<file path="src/rtl/ssc_consts.vh">
`ifndef SSC_CONSTS_VH
`define SSC_CONSTS_VH

// ---------------------------------------------------------------
// register offsets
// ---------------------------------------------------------------
`define SSC_ADDR_SETTINGS   4'h0
`define SSC_ADDR_FLAGS      4'h4
`define SSC_ADDR_STATUS     4'h8

// ---------------------------------------------------------------
// safety settings fields
// ---------------------------------------------------------------
`define SSC_SETTINGS_RESET  16'h0001
`define SSC_SET_BIST        0
`define SSC_SET_DIS_LSB     1
`define SSC_SET_MASK_LSB    6

// ---------------------------------------------------------------
// fault flag positions
// ---------------------------------------------------------------
`define SSC_FLAGS_RESET     13'h0000
`define SSC_FLG_TEST_LSB    0
`define SSC_FLG_CTRL        5
`define SSC_FLG_COMPL       6
`define SSC_FLG_PARITY      7
`define SSC_FLG_ADC         8
`define SSC_FLG_ADDER       9
`define SSC_FLG_ROT         10
`define SSC_FLG_ANG         11
`define SSC_FLG_TSENS       12

// ---------------------------------------------------------------
// timing and limits
// ---------------------------------------------------------------
`define SSC_CLK_PERIOD_NS   50
`define SSC_SLOT_TIME_NS    10000
`define SSC_DETECT_TIME_US  160
`define SSC_ADC_LIMIT_PCT   95

// ---------------------------------------------------------------
// calibration modes
// ---------------------------------------------------------------
`define SSC_CAL_MODE_7      2'h1
`define SSC_CAL_MODE_17     2'h2

`endif

</file>
<file path="src/rtl/README_SKIP.v">
`timescale 1ns/1ns

</file>
<file path="src/rtl/ssc_monitor.v">
// Operation
// user tests run only while the global self-test enable bit is set
// each user test has its own disable bit
// field test flags temperature mismatch between sensor and amplitude estimate
// temperature sensor failure forces diagnostic mode
// inverted angle test: angle sum must equal clamp level sum
// inverted angle test failure forces diagnostic mode
// division test checks a known division result; mismatch forces diagnostic
// rotation test: main plus inverted rotation angle must be zero
// adjusted angle test compares against redundant zero-corrected value
// fixed monitors always run; each flag has its own mask bit
// control monitor flags incorrect main datapath processing
// completion monitor flags a selected test failure within 160 us
// sequencer state carries parity; mismatch is flagged
// sequencer slot number selects which test runs
// adc monitor flags filtered result above 95 percent full scale
// pre-rotation adder overflow sets a flag
// rotation arithmetic overflow is detected and flagged
// angular monitor flags clamp position seen before range position
// divider serves main path only in seventeen-point mode
// zero-corrected angle feeds output and segment detection
// sequencer is a 4-bit up-counter defining slots
// test ready clears its start; missing ready forces diagnostic (code sets the completion flag, so only while its mask bit is clear)
// masked fixed flag does not force diagnostic; unmasked does
// flags and sequencer clear on reset and stay set until it
//
// The implementer's own choices: the address-and-strobe port and the address map.
`timescale 1ns/1ns
`default_nettype none
`include "ssc_consts.vh"

module ssc_monitor
#(
	parameter integer  ADC_W   = 16,
	parameter integer  ROT_W   = 18,
	parameter integer  TEMP_W  = 12,
	parameter [11:0]   TEMP_TOL = 12'h010,
	parameter [15:0]   DIV_NUM = 16'h4000,
	parameter [15:0]   DIV_DEN = 16'h0002,
	parameter [15:0]   DIV_EXP = 16'h2000
)
(
	input  wire              clk_i,
	input  wire              reset_n_i,
	input  wire              ce_i,
	input  wire [3:0]        addr_i,
	input  wire [15:0]       wr_data_i,
	input  wire              wr_stb_i,
	input  wire              rd_stb_i,
	output reg  [15:0]       rd_data_o,
	input  wire [4:0]        test_ready_i,
	input  wire [TEMP_W-1:0] temp_sensor_i,
	input  wire [TEMP_W-1:0] temp_amp_i,
	input  wire              temp_sensor_fail_i,
	input  wire [15:0]       angle_main_i,
	input  wire [15:0]       angle_inv_i,
	input  wire [15:0]       clamp_lo_i,
	input  wire [15:0]       clamp_hi_i,
	input  wire [15:0]       div_result_i,
	input  wire [15:0]       rot_angle_i,
	input  wire [15:0]       rot_inv_angle_i,
	input  wire [15:0]       adj_angle_i,
	input  wire [15:0]       adj_redundant_i,
	input  wire              proc_done_i,
	input  wire              proc_ok_i,
	input  wire [ADC_W-1:0]  adc_filt_i,
	input  wire              adc_valid_i,
	input  wire [15:0]       pre_add_a_i,
	input  wire [15:0]       pre_add_b_i,
	input  wire              pre_add_valid_i,
	input  wire [ROT_W-1:0]  rot_add_a_i,
	input  wire [ROT_W-1:0]  rot_add_b_i,
	input  wire              rot_add_valid_i,
	input  wire              sweep_start_i,
	input  wire              range_hit_i,
	input  wire              clamp_hit_i,
	input  wire [1:0]        cal_mode_i,
	output reg  [4:0]        test_start_o,
	output reg  [3:0]        test_slot_o,
	output reg  [15:0]       div_num_o,
	output reg  [15:0]       div_den_o,
	output reg               div_main_en_o,
	output reg  [15:0]       angle_out_o,
	output reg  [15:0]       seg_angle_o,
	output reg               seg_valid_o,
	output reg  [12:0]       safety_fault_flags_o,
	output reg               diag_mode_o
);

	localparam integer SLOT_CYC = (`SSC_SLOT_TIME_NS + `SSC_CLK_PERIOD_NS - 1) / `SSC_CLK_PERIOD_NS;
	localparam integer ADC_LIM_INT = ((1 << (ADC_W - 1)) * `SSC_ADC_LIMIT_PCT) / 100;
	localparam [ADC_W:0] ADC_LIM = ADC_LIM_INT[ADC_W:0];

	// ---------------------------------------------------------------
	// helpers
	// ---------------------------------------------------------------
	function signed_ovf;
		input sa;
		input sb;
		input ss;
		begin
			signed_ovf = (sa == sb) && (ss != sa);
		end
	endfunction

	function [ADC_W:0] mag;
		input [ADC_W-1:0] v;
		begin
			if (v[ADC_W-1])
				mag = {1'b0, ~v} + {{ADC_W{1'b0}}, 1'b1};
			else
				mag = {1'b0, v};
		end
	endfunction

	// ---------------------------------------------------------------
	// state
	// ---------------------------------------------------------------
	reg [15:0] safety_settings_reg;
	reg [12:0] flags_reg;
	reg [4:0]  start_reg;
	reg        cycle_fail_reg;
	reg        range_seen_reg;

	wire [3:0] seq_count;
	wire       seq_parity;
	wire       seq_tick;
	wire       seq_parity_err;

	ssc_seq
	#(
		.SLOT_CYC (SLOT_CYC),
		.PRE_W    (8)
	)
	u_seq
	(
		.clk_i        (clk_i),
		.reset_n_i    (reset_n_i),
		.ce_i         (ce_i),
		.count_o      (seq_count),
		.parity_o     (seq_parity),
		.slot_tick_o  (seq_tick),
		.parity_err_o (seq_parity_err)
	);

	// ---------------------------------------------------------------
	// test enables and masks
	// ---------------------------------------------------------------
	wire       bist_en = safety_settings_reg[`SSC_SET_BIST];
	wire [4:0] test_en = {5{bist_en}} & ~safety_settings_reg[`SSC_SET_DIS_LSB +: 5];
	wire [6:0] fix_mask = safety_settings_reg[`SSC_SET_MASK_LSB +: 7];

	// ---------------------------------------------------------------
	// test comparisons
	// ---------------------------------------------------------------
	wire [TEMP_W-1:0] temp_diff = (temp_sensor_i > temp_amp_i) ?
		(temp_sensor_i - temp_amp_i) : (temp_amp_i - temp_sensor_i);
	wire [16:0] ang_sum   = {1'b0, angle_main_i} + {1'b0, angle_inv_i};
	wire [16:0] clamp_sum = {1'b0, clamp_lo_i} + {1'b0, clamp_hi_i};
	wire [15:0] rot_sum   = rot_angle_i + rot_inv_angle_i;

	wire [4:0] test_bad;
	assign test_bad[0] = temp_diff > TEMP_TOL[TEMP_W-1:0];
	assign test_bad[1] = ang_sum != clamp_sum;
	assign test_bad[2] = div_result_i != DIV_EXP;
	assign test_bad[3] = rot_sum != 16'h0000;
	assign test_bad[4] = adj_angle_i != adj_redundant_i;

	wire [4:0] test_done = start_reg & test_ready_i;
	wire [4:0] test_fail = test_done & test_bad;
	wire [4:0] test_tmo  = start_reg & ~test_ready_i & {5{seq_tick}};

	// ---------------------------------------------------------------
	// fixed monitors
	// ---------------------------------------------------------------
	wire [15:0]      pre_sum = pre_add_a_i + pre_add_b_i;
	wire [ROT_W-1:0] rot_add_sum = rot_add_a_i + rot_add_b_i;

	wire ctrl_bad   = proc_done_i & ~proc_ok_i;
	wire adc_bad    = adc_valid_i & (mag(adc_filt_i) > ADC_LIM);
	wire adder_bad  = pre_add_valid_i & signed_ovf(pre_add_a_i[15], pre_add_b_i[15], pre_sum[15]);
	wire rot_bad    = rot_add_valid_i &
		signed_ovf(rot_add_a_i[ROT_W-1], rot_add_b_i[ROT_W-1], rot_add_sum[ROT_W-1]);
	wire ang_bad    = clamp_hit_i & ~range_seen_reg & ~range_hit_i;
	wire cycle_end  = seq_tick & (seq_count == 4'h0);
	wire compl_bad  = cycle_end & (cycle_fail_reg | (|test_fail) | (|test_tmo));

	wire [12:0] flag_set;
	assign flag_set[4:0]              = test_fail;
	assign flag_set[`SSC_FLG_CTRL]    = ctrl_bad;
	assign flag_set[`SSC_FLG_COMPL]   = compl_bad;
	assign flag_set[`SSC_FLG_PARITY]  = seq_parity_err;
	assign flag_set[`SSC_FLG_ADC]     = adc_bad;
	assign flag_set[`SSC_FLG_ADDER]   = adder_bad;
	assign flag_set[`SSC_FLG_ROT]     = rot_bad;
	assign flag_set[`SSC_FLG_ANG]     = ang_bad;
	assign flag_set[`SSC_FLG_TSENS]   = temp_sensor_fail_i;

	// flags that may force diagnostic mode
	wire [12:0] flag_live = flags_reg & {1'b1, ~fix_mask, 5'h1f};

	// ---------------------------------------------------------------
	// sequencing, flags and datapath routing
	// ---------------------------------------------------------------
	integer k;

	always @(posedge clk_i)
	begin
		if (!reset_n_i)
		begin
			start_reg            <= 5'h00;
			flags_reg            <= `SSC_FLAGS_RESET;
			cycle_fail_reg       <= 1'b0;
			range_seen_reg       <= 1'b0;
			test_start_o         <= 5'h00;
			test_slot_o          <= 4'h0;
			div_num_o            <= 16'h0000;
			div_den_o            <= 16'h0000;
			div_main_en_o        <= 1'b0;
			angle_out_o          <= 16'h0000;
			seg_angle_o          <= 16'h0000;
			seg_valid_o          <= 1'b0;
			safety_fault_flags_o <= `SSC_FLAGS_RESET;
			diag_mode_o          <= 1'b0;
		end
		else if (ce_i)
		begin
			for (k = 0; k < 5; k = k + 1)
			begin
				if (test_done[k] || test_tmo[k])
					start_reg[k] <= 1'b0;
				else if (seq_tick && seq_count == k[3:0] && test_en[k])
					start_reg[k] <= 1'b1;
			end

			flags_reg <= flags_reg | flag_set;
			flags_reg[`SSC_FLG_COMPL] <= flags_reg[`SSC_FLG_COMPL] | compl_bad |
				(|test_tmo);

			if (cycle_end)
				cycle_fail_reg <= 1'b0;
			else if ((|test_fail) || (|test_tmo))
				cycle_fail_reg <= 1'b1;

			if (range_hit_i)
				range_seen_reg <= 1'b1;
			else if (sweep_start_i)
				range_seen_reg <= 1'b0;

			test_start_o  <= start_reg;
			test_slot_o   <= seq_count;
			div_num_o     <= start_reg[2] ? DIV_NUM : 16'h0000;
			div_den_o     <= start_reg[2] ? DIV_DEN : 16'h0000;
			div_main_en_o <= (cal_mode_i == `SSC_CAL_MODE_17) & ~start_reg[2];
			angle_out_o   <= adj_angle_i;
			seg_angle_o   <= adj_angle_i;
			seg_valid_o   <= (cal_mode_i == `SSC_CAL_MODE_7) | (cal_mode_i == `SSC_CAL_MODE_17);

			safety_fault_flags_o <= flags_reg;
			diag_mode_o          <= |flag_live;
		end
	end

	// ---------------------------------------------------------------
	// register port
	// ---------------------------------------------------------------
	always @(posedge clk_i)
	begin
		if (!reset_n_i)
		begin
			safety_settings_reg <= `SSC_SETTINGS_RESET;
			rd_data_o           <= 16'h0000;
		end
		else if (ce_i)
		begin
			if (wr_stb_i && addr_i == `SSC_ADDR_SETTINGS)
				safety_settings_reg <= wr_data_i;
			rd_data_o <= 16'h0000;
			if (rd_stb_i)
			begin
				case (addr_i)
					`SSC_ADDR_SETTINGS: rd_data_o <= safety_settings_reg;
					`SSC_ADDR_FLAGS:    rd_data_o <= {3'h0, flags_reg};
					`SSC_ADDR_STATUS:   rd_data_o <= {5'h00, seq_parity, seq_count, diag_mode_o, start_reg};
					default:            rd_data_o <= 16'h0000;
				endcase
			end
		end
	end

endmodule // ssc_monitor

`default_nettype wire

</file>
<file path="src/rtl/ssc_seq.v">
`timescale 1ns/1ns
`default_nettype none

module ssc_seq
#(
	parameter integer SLOT_CYC = 200,
	parameter integer PRE_W    = 8
)
(
	input  wire       clk_i,
	input  wire       reset_n_i,
	input  wire       ce_i,
	output reg  [3:0] count_o,
	output reg        parity_o,
	output reg        slot_tick_o,
	output reg        parity_err_o
);

	localparam integer     PRE_MAX_INT = SLOT_CYC - 1;
	localparam [PRE_W-1:0] PRE_MAX     = PRE_MAX_INT[PRE_W-1:0];

	reg [PRE_W-1:0] pre_reg;

	// ---------------------------------------------------------------
	// slot counter with even parity
	// ---------------------------------------------------------------
	always @(posedge clk_i)
	begin
		if (!reset_n_i)
		begin
			pre_reg      <= {PRE_W{1'b0}};
			count_o      <= 4'h0;
			parity_o     <= 1'b0;
			slot_tick_o  <= 1'b0;
			parity_err_o <= 1'b0;
		end
		else if (ce_i)
		begin
			parity_err_o <= ^{parity_o, count_o};
			if (pre_reg == PRE_MAX)
			begin
				pre_reg     <= {PRE_W{1'b0}};
				count_o     <= count_o + 4'h1;
				parity_o    <= ^(count_o + 4'h1);
				slot_tick_o <= 1'b1;
			end
			else
			begin
				pre_reg     <= pre_reg + {{(PRE_W-1){1'b0}}, 1'b1};
				slot_tick_o <= 1'b0;
			end
		end
	end

endmodule // ssc_seq

`default_nettype wire

</file>
<file path="config.mk">
export PLATFORM = sky130hd
export DESIGN_NAME = ssc_monitor
export DESIGN_NICKNAME = d
export VERILOG_FILES = /design/src/rtl/README_SKIP.v /design/src/rtl/ssc_monitor.v /design/src/rtl/ssc_seq.v
export VERILOG_INCLUDE_DIRS = /design/src /design/src/rtl
export SDC_FILE = /design/constraint.sdc
export NUM_CORES = 1
export LEC_CHECK = 0
export ABC_AREA = 0
export BUFFER_PORTS_ARGS = -buffer_cell sky130_fd_sc_hd__buf_2
export CAP_MARGIN = 20
export CORE_UTILIZATION = 37
export CTS_CLUSTER_SIZE = 30
export DETAILED_ROUTE_END_ITERATION = 10
export HOLD_SLACK_MARGIN = 0.02
export PLACE_DENSITY = 0.64
export RECOVER_POWER = 100
export SLEW_MARGIN = 20
export SYNTH_ARGS = -nofsm -noshare
export SYNTH_HDL_FRONTEND = slang
export SYNTH_SLANG_ARGS = --single-unit
</file>
<file path="constraint.sdc">
create_clock -name clk_i -period 3.5 [get_ports clk_i]
set_clock_uncertainty 0.1 [all_clocks]
set_input_delay 0.35 -clock clk_i [delete_from_list [all_inputs] [get_ports clk_i]]
set_output_delay 0.35 -clock clk_i [all_outputs]
set_load 0.02 [all_outputs]
</file>
* After elaboration in Yosys (flattened, before gate mapping) *
Cells that the tools add are included.

word-level totals
  output and inout port bits = 105
  input bits = 293
  logic and storage cells = 147
  bits in registers = 140

operators by class
  reduce and logical (&&, ||, !) cells = 43
  mux-type cells = 22
  eq/ne operators = 16
  add/subtract/negate cells = 10
  $lt $le $gt $ge = 3
  bitwise logic cells = 29

operator list
  operator               count
  $pmux 16 s3            1
  $add 16x16->17         2
  $add 16x16->16         2
  $and 5x5->5            5
  $sub 12x12->12         2
  $add 18x18->18         1
  $reduce_and 2->1       9
  $add 16x1->17 const B  1
  $gt 17x15->1 const B   1
  $mux 17                1
  $ne 17x17->1           1
  $mux 16                1
  $ne 16x14->1 const B   1
  $ne 16x16->1           1
  $not 16->16            1
  $reduce_bool 16->1     1
  $mux 1                 15
  $mux 15                1
  $reduce_bool 2->1      7
  $and 13x13->13         1
  $logic_and 1x1->1      13
  $or 13x13->13          1
  $reduce_or 13->1       1
  $gt 12x12->1           1
  25 further kinds       52

* Logic depth before layout (Yosys ltp) *
  depth in word-level cells = 10
  depth in mapped cells = 13
  mapped depth without buffers = 13

* Cells and area by module *
A second synthesis with hierarchy kept.

second synthesis, totals
  cell total of the unflattened synthesis = 1224
  area total of the unflattened synthesis = 9867.0 um^2

by module, submodules not included
  module       cells an instance  area an instance (um^2)  times used  seq. area each (um^2)
  ssc_monitor  1150               9088.7                   1           1861.8
  ssc_seq      74                 778.2                    1           300.3

* Least setup slack after synthesis *
No wires, ideal clock.

  path kind = input to register
  from = in angle_main_i[0]
  to = reg cycle_fail_reg
  path slack = 366 ps
  path buffers = 0
  data required time = 3268 ps
  library setup time = 132 ps
  arrival time = 2902 ps
  stages = 13
  path through = ha_1 inv_1 fa_1 nand2b_1 a211oi_1 nor2b_1 xnor3_1 nor4_1 nand4_1 nor4_1 nand4_1 o311ai_0 a211oi_1

between the ends
  word-level cells in the longest chain between the ends = 7

RTL lines
  what                                RTL line           text
  start, declared                     ssc_monitor.v:55   input wire [15:0] angle_main_i,
  $add 16x16->17                      ssc_monitor.v:158  wire [16:0] ang_sum = {1'b0, angle_main_i} + {1'b0, angle_inv_i};
  $ne 17x17->1                        ssc_monitor.v:164  assign test_bad[1] = ang_sum != clamp_sum;
  $and 5x5->5                         ssc_monitor.v:170  wire [4:0] test_fail = test_done & test_bad;
  $reduce_or 5->1                     ssc_monitor.v:242  else if ((|test_fail) || (|test_tmo))
  $logic_or 1x1->1                    ssc_monitor.v:242
  $reduce_bool 2->1 (no source line)  n/a
  $reduce_and 2->1 (no source line)   n/a
  end signal, assigned                ssc_monitor.v:213  cycle_fail_reg <= 1'b0;
  end signal, assigned                ssc_monitor.v:241  cycle_fail_reg <= 1'b0;
  end signal, assigned                ssc_monitor.v:243  cycle_fail_reg <= 1'b1;
  end, declared                       ssc_monitor.v:122  reg cycle_fail_reg;

Every way passes these cells.
A chain may end at the register's enable or synchronous reset.

* Final worst setup path *
Ends and elaborated chain as after synthesis.

==> impl_metrics.yaml <==
critical_path:
  crit_arrival_ns: 3.38
  worstPathCellList: "buf_2 > ha_1 > inv_1 > fa_1 > nand2b_1 > a211oi_1 > nor2b_1 > xnor3_1 > nor4_1 > nand4_1 > nor4_1 > nand4_1 > o311ai_0 > a211oi_1"
  critical_path_buf_inv_count: 2
  slowest_delay_ns: 0.39
  required_ns: 3.63
  worstPathMaxFanout: 2
  crit_family: "simple AND/OR/NAND/NOR gates"
  startpoint_type: "input port"
  end_kind: "flip-flop"
  slowest_stage: "fa_1"
  criticalPathCategory: "in -> reg"
grt:
  grt_usage: 0.213
  antenna_found_initial: 4
  grt-ovfl-total: 0
  grt_max_degree: 73
  grt_pass1_vias: 9058
  grt_first_pass_wirelength_mm: 45.4
flow_run:
  drv_cap: 2
outcome:
  status: "finished, violations left"
  violations: "max-capacitance violations, max-slew violations"
logic_synthesis:
  seq_area_frac_synth: 0.222
  synth_common_cells: "ha_1, dfxtp_1, nand2_1"
  synth.area.top_cells: "dfxtp_1, ha_1, nor2b_1"
  synth.distinct_cells: 76
  synth_flop_cell: "dfxtp_1"
  synth_top_area_cell: "dfxtp_1"
  yosysTopAreaCellShare: 0.222
  avgSynthCellArea_um2: 8.12
  ys_warn_count: 0
  syn_inst: 1199
  synth_seq_cells: 108
  async_flop_share: 0
  netlist_area_um2: 9740
  synth_edf_count: 0
  yosysMostFrequentCell: "ha_1"
drt:
  via_count: 9612
  vias_per_cell: 5.12
  drtAntennaViolNets: 0
  first_iter_violations: 480
  wirelength_mm: 29.9
  drc: 0
  drt-pass1-iter-count: 8
  wire_per_inst_um: 15.9
floorplanning:
  die_h_um: 164
  ios: 398
  die_width_um: 164
  initial_core_util: 0.376
  die_area_um2: 27000
  core.rowCount: 59
  coreArea_um2: 25900
pwr:
  netSwitchingPower_mw: 1.17
  pwr-share-clk: 0.296
  power_density_nw_per_um2: 299
  p_seq_frac: 0.356
  power.total_mw: 3.57
  vdd_ir_drop_max_v: 0.000260
  leakagePower_nw: 5.33
  p_int_mw: 2.40
  switching_share: 0.327
  p_comb_frac: 0.348
clocking:
  htreeDepth: 3
  clock-sinks: 108
  clk_pin_slew_ns: 0.07
  cts_resized: 0
  cts_hold_buf: 0
  cts_inserted_buffers: 9
  cts_setup_buffers: 0
  cts_max_path_buffers: 2
  clockRootBuffer: "clkbuf_16"
  cts_tree: "yes"
  worstSkewPairLatency_ns: 0.35
final_layout:
  multi_input_area_um2: 6920
  fillers: 2655
  nets: 1940
  syn_to_final_growth_pct: 22.8
  seqCellArea_um2: 2160
  drive_above_1_share: 0.226
  post-route-cell-area_um2: 12000
  layout.cells.non_filler: 1876
place:
  dp_cells: 1857
  routabilityCongestion: 0.880
  port-buffer-count: 367
  dpl.hpwl_mm: 24.8
  placed_area_um2: 11800
sta:
  period_share: 0.928
  period_needed_ns: 3.25
  finalSetupViolations: 0
  rsz0062_at_grt: "false"
  clock.fmax_mhz: 308
  slew_violations: 98
  worst_pin_slew_ns: 1.74
  finalHoldViolations: 0
  slew_headroom: -0.158
min_path:
  hold_path_class: "in -> reg"
cells by family after synthesis:
| kind of cell | Yosys count | synth area share |
|---|---|---|
| multiplexers | 46 | 0.0474 |
| XOR/XNOR | 89 | 0.0829 |
| other | 1 | 0.000385 |
| flip-flops | 108 | 0.222 |
| buffers and inverters | 156 | 0.0803 |
| AND/OR/NAND/NOR | 382 | 0.209 |
| adder cells (fa/ha/maj) | 114 | 0.150 |
| AO/OA/AOI/OAI | 303 | 0.208 |
worst register-to-register path: cells and delay by family, from the launching register on:
| family | cells | cell delay (ns) |
|---|---|---|
| AOI/OAI and AO/OA | 3 | 0.86 |
| DFF | 1 | 0.40 |
| and+or+nand+nor | 3 | 0.61 |
through the flow:
step	setup TNS [ns]	utilization	hold slack [ns]	setup slack, ns
after floorplan	0	-	0.344	0.366
after global placement	-0.0714	0.454	0.353	-0.0376
after detailed placement	-0.273	0.454	0.358	-0.126
after CTS	0	0.466	0.136	0.226
after global routing	0	0.461	0.159	0.0267
final	0	0.461	0.141	0.252
cell usage in the layout, fill, tap and decap left out, types with 17 or more instances in the layout:
cell type  instances
buf_4             18
inv_1             63
xor2_1            37
nor2_1            62
a21boi_0          27
nor2b_1           81
nand3_1           18
buf_2            289
o21ai_0           57
nand2_1           94
mux2i_1           45
a21oi_1           85
dfxtp_1          108
nand4_1           23
conb_1            30
a21o_1            25
nand2b_1          17
clkbuf_1          79
xnor2_1           50
ha_1             109
path summary, 6_finish.rpt:
| check | startpoint | end | slack, ns | cells past startpoint |
|---|---|---|---|---|
| hold reg to reg | safety_settings_reg[15] | safety_settings_reg[15] | 0.37 | 2 |
| setup reg to reg | start_reg[3] | flags_reg[6] | 1.41 | 6 |
| setup / recovery | angle_main_i[0] | cycle_fail_reg | 0.25 | 14 |
| hold / removal | wr_data_i[0] | safety_settings_reg[0] | 0.14 | 3 |
power by group through the flow:
stage	Combinational (mW)	Clock, mW	Sequential [mW]
5_1_grt	1.38	1.14	1.28
2_1_floorplan	0.851	0	1.31
3_3_place_gp	1.23	0	1.30
4_1_cts	1.25	1.09	1.27
6_report	1.24	1.06	1.27
3_5_place_dp	1.25	0	1.30
area by class of cell:
type,instances,area share
Clock inverter,6,0.00607
Clock buffer,10,0.0200
Timing Repair Buffer,387,0.159
Sequential cell,108,0.181
Multi-Input combinational cell,964,0.579
Antenna cell,3,0.000628
Inverter,63,0.0198
Tap cell,335,0.0351
layer usage:
metal / vias to the layer above / wire length, um / track usage
met3: 27 / 2040 / 0.0439
li1: 4894 / - / -
met4: 2 / 508 / 0.0518
met1: 4364 / 12800 / 0.249
met5: - / 10 / 0
met2: 325 / 14600 / 0.390
Note: power is estimated with default switching activity, not from simulation.
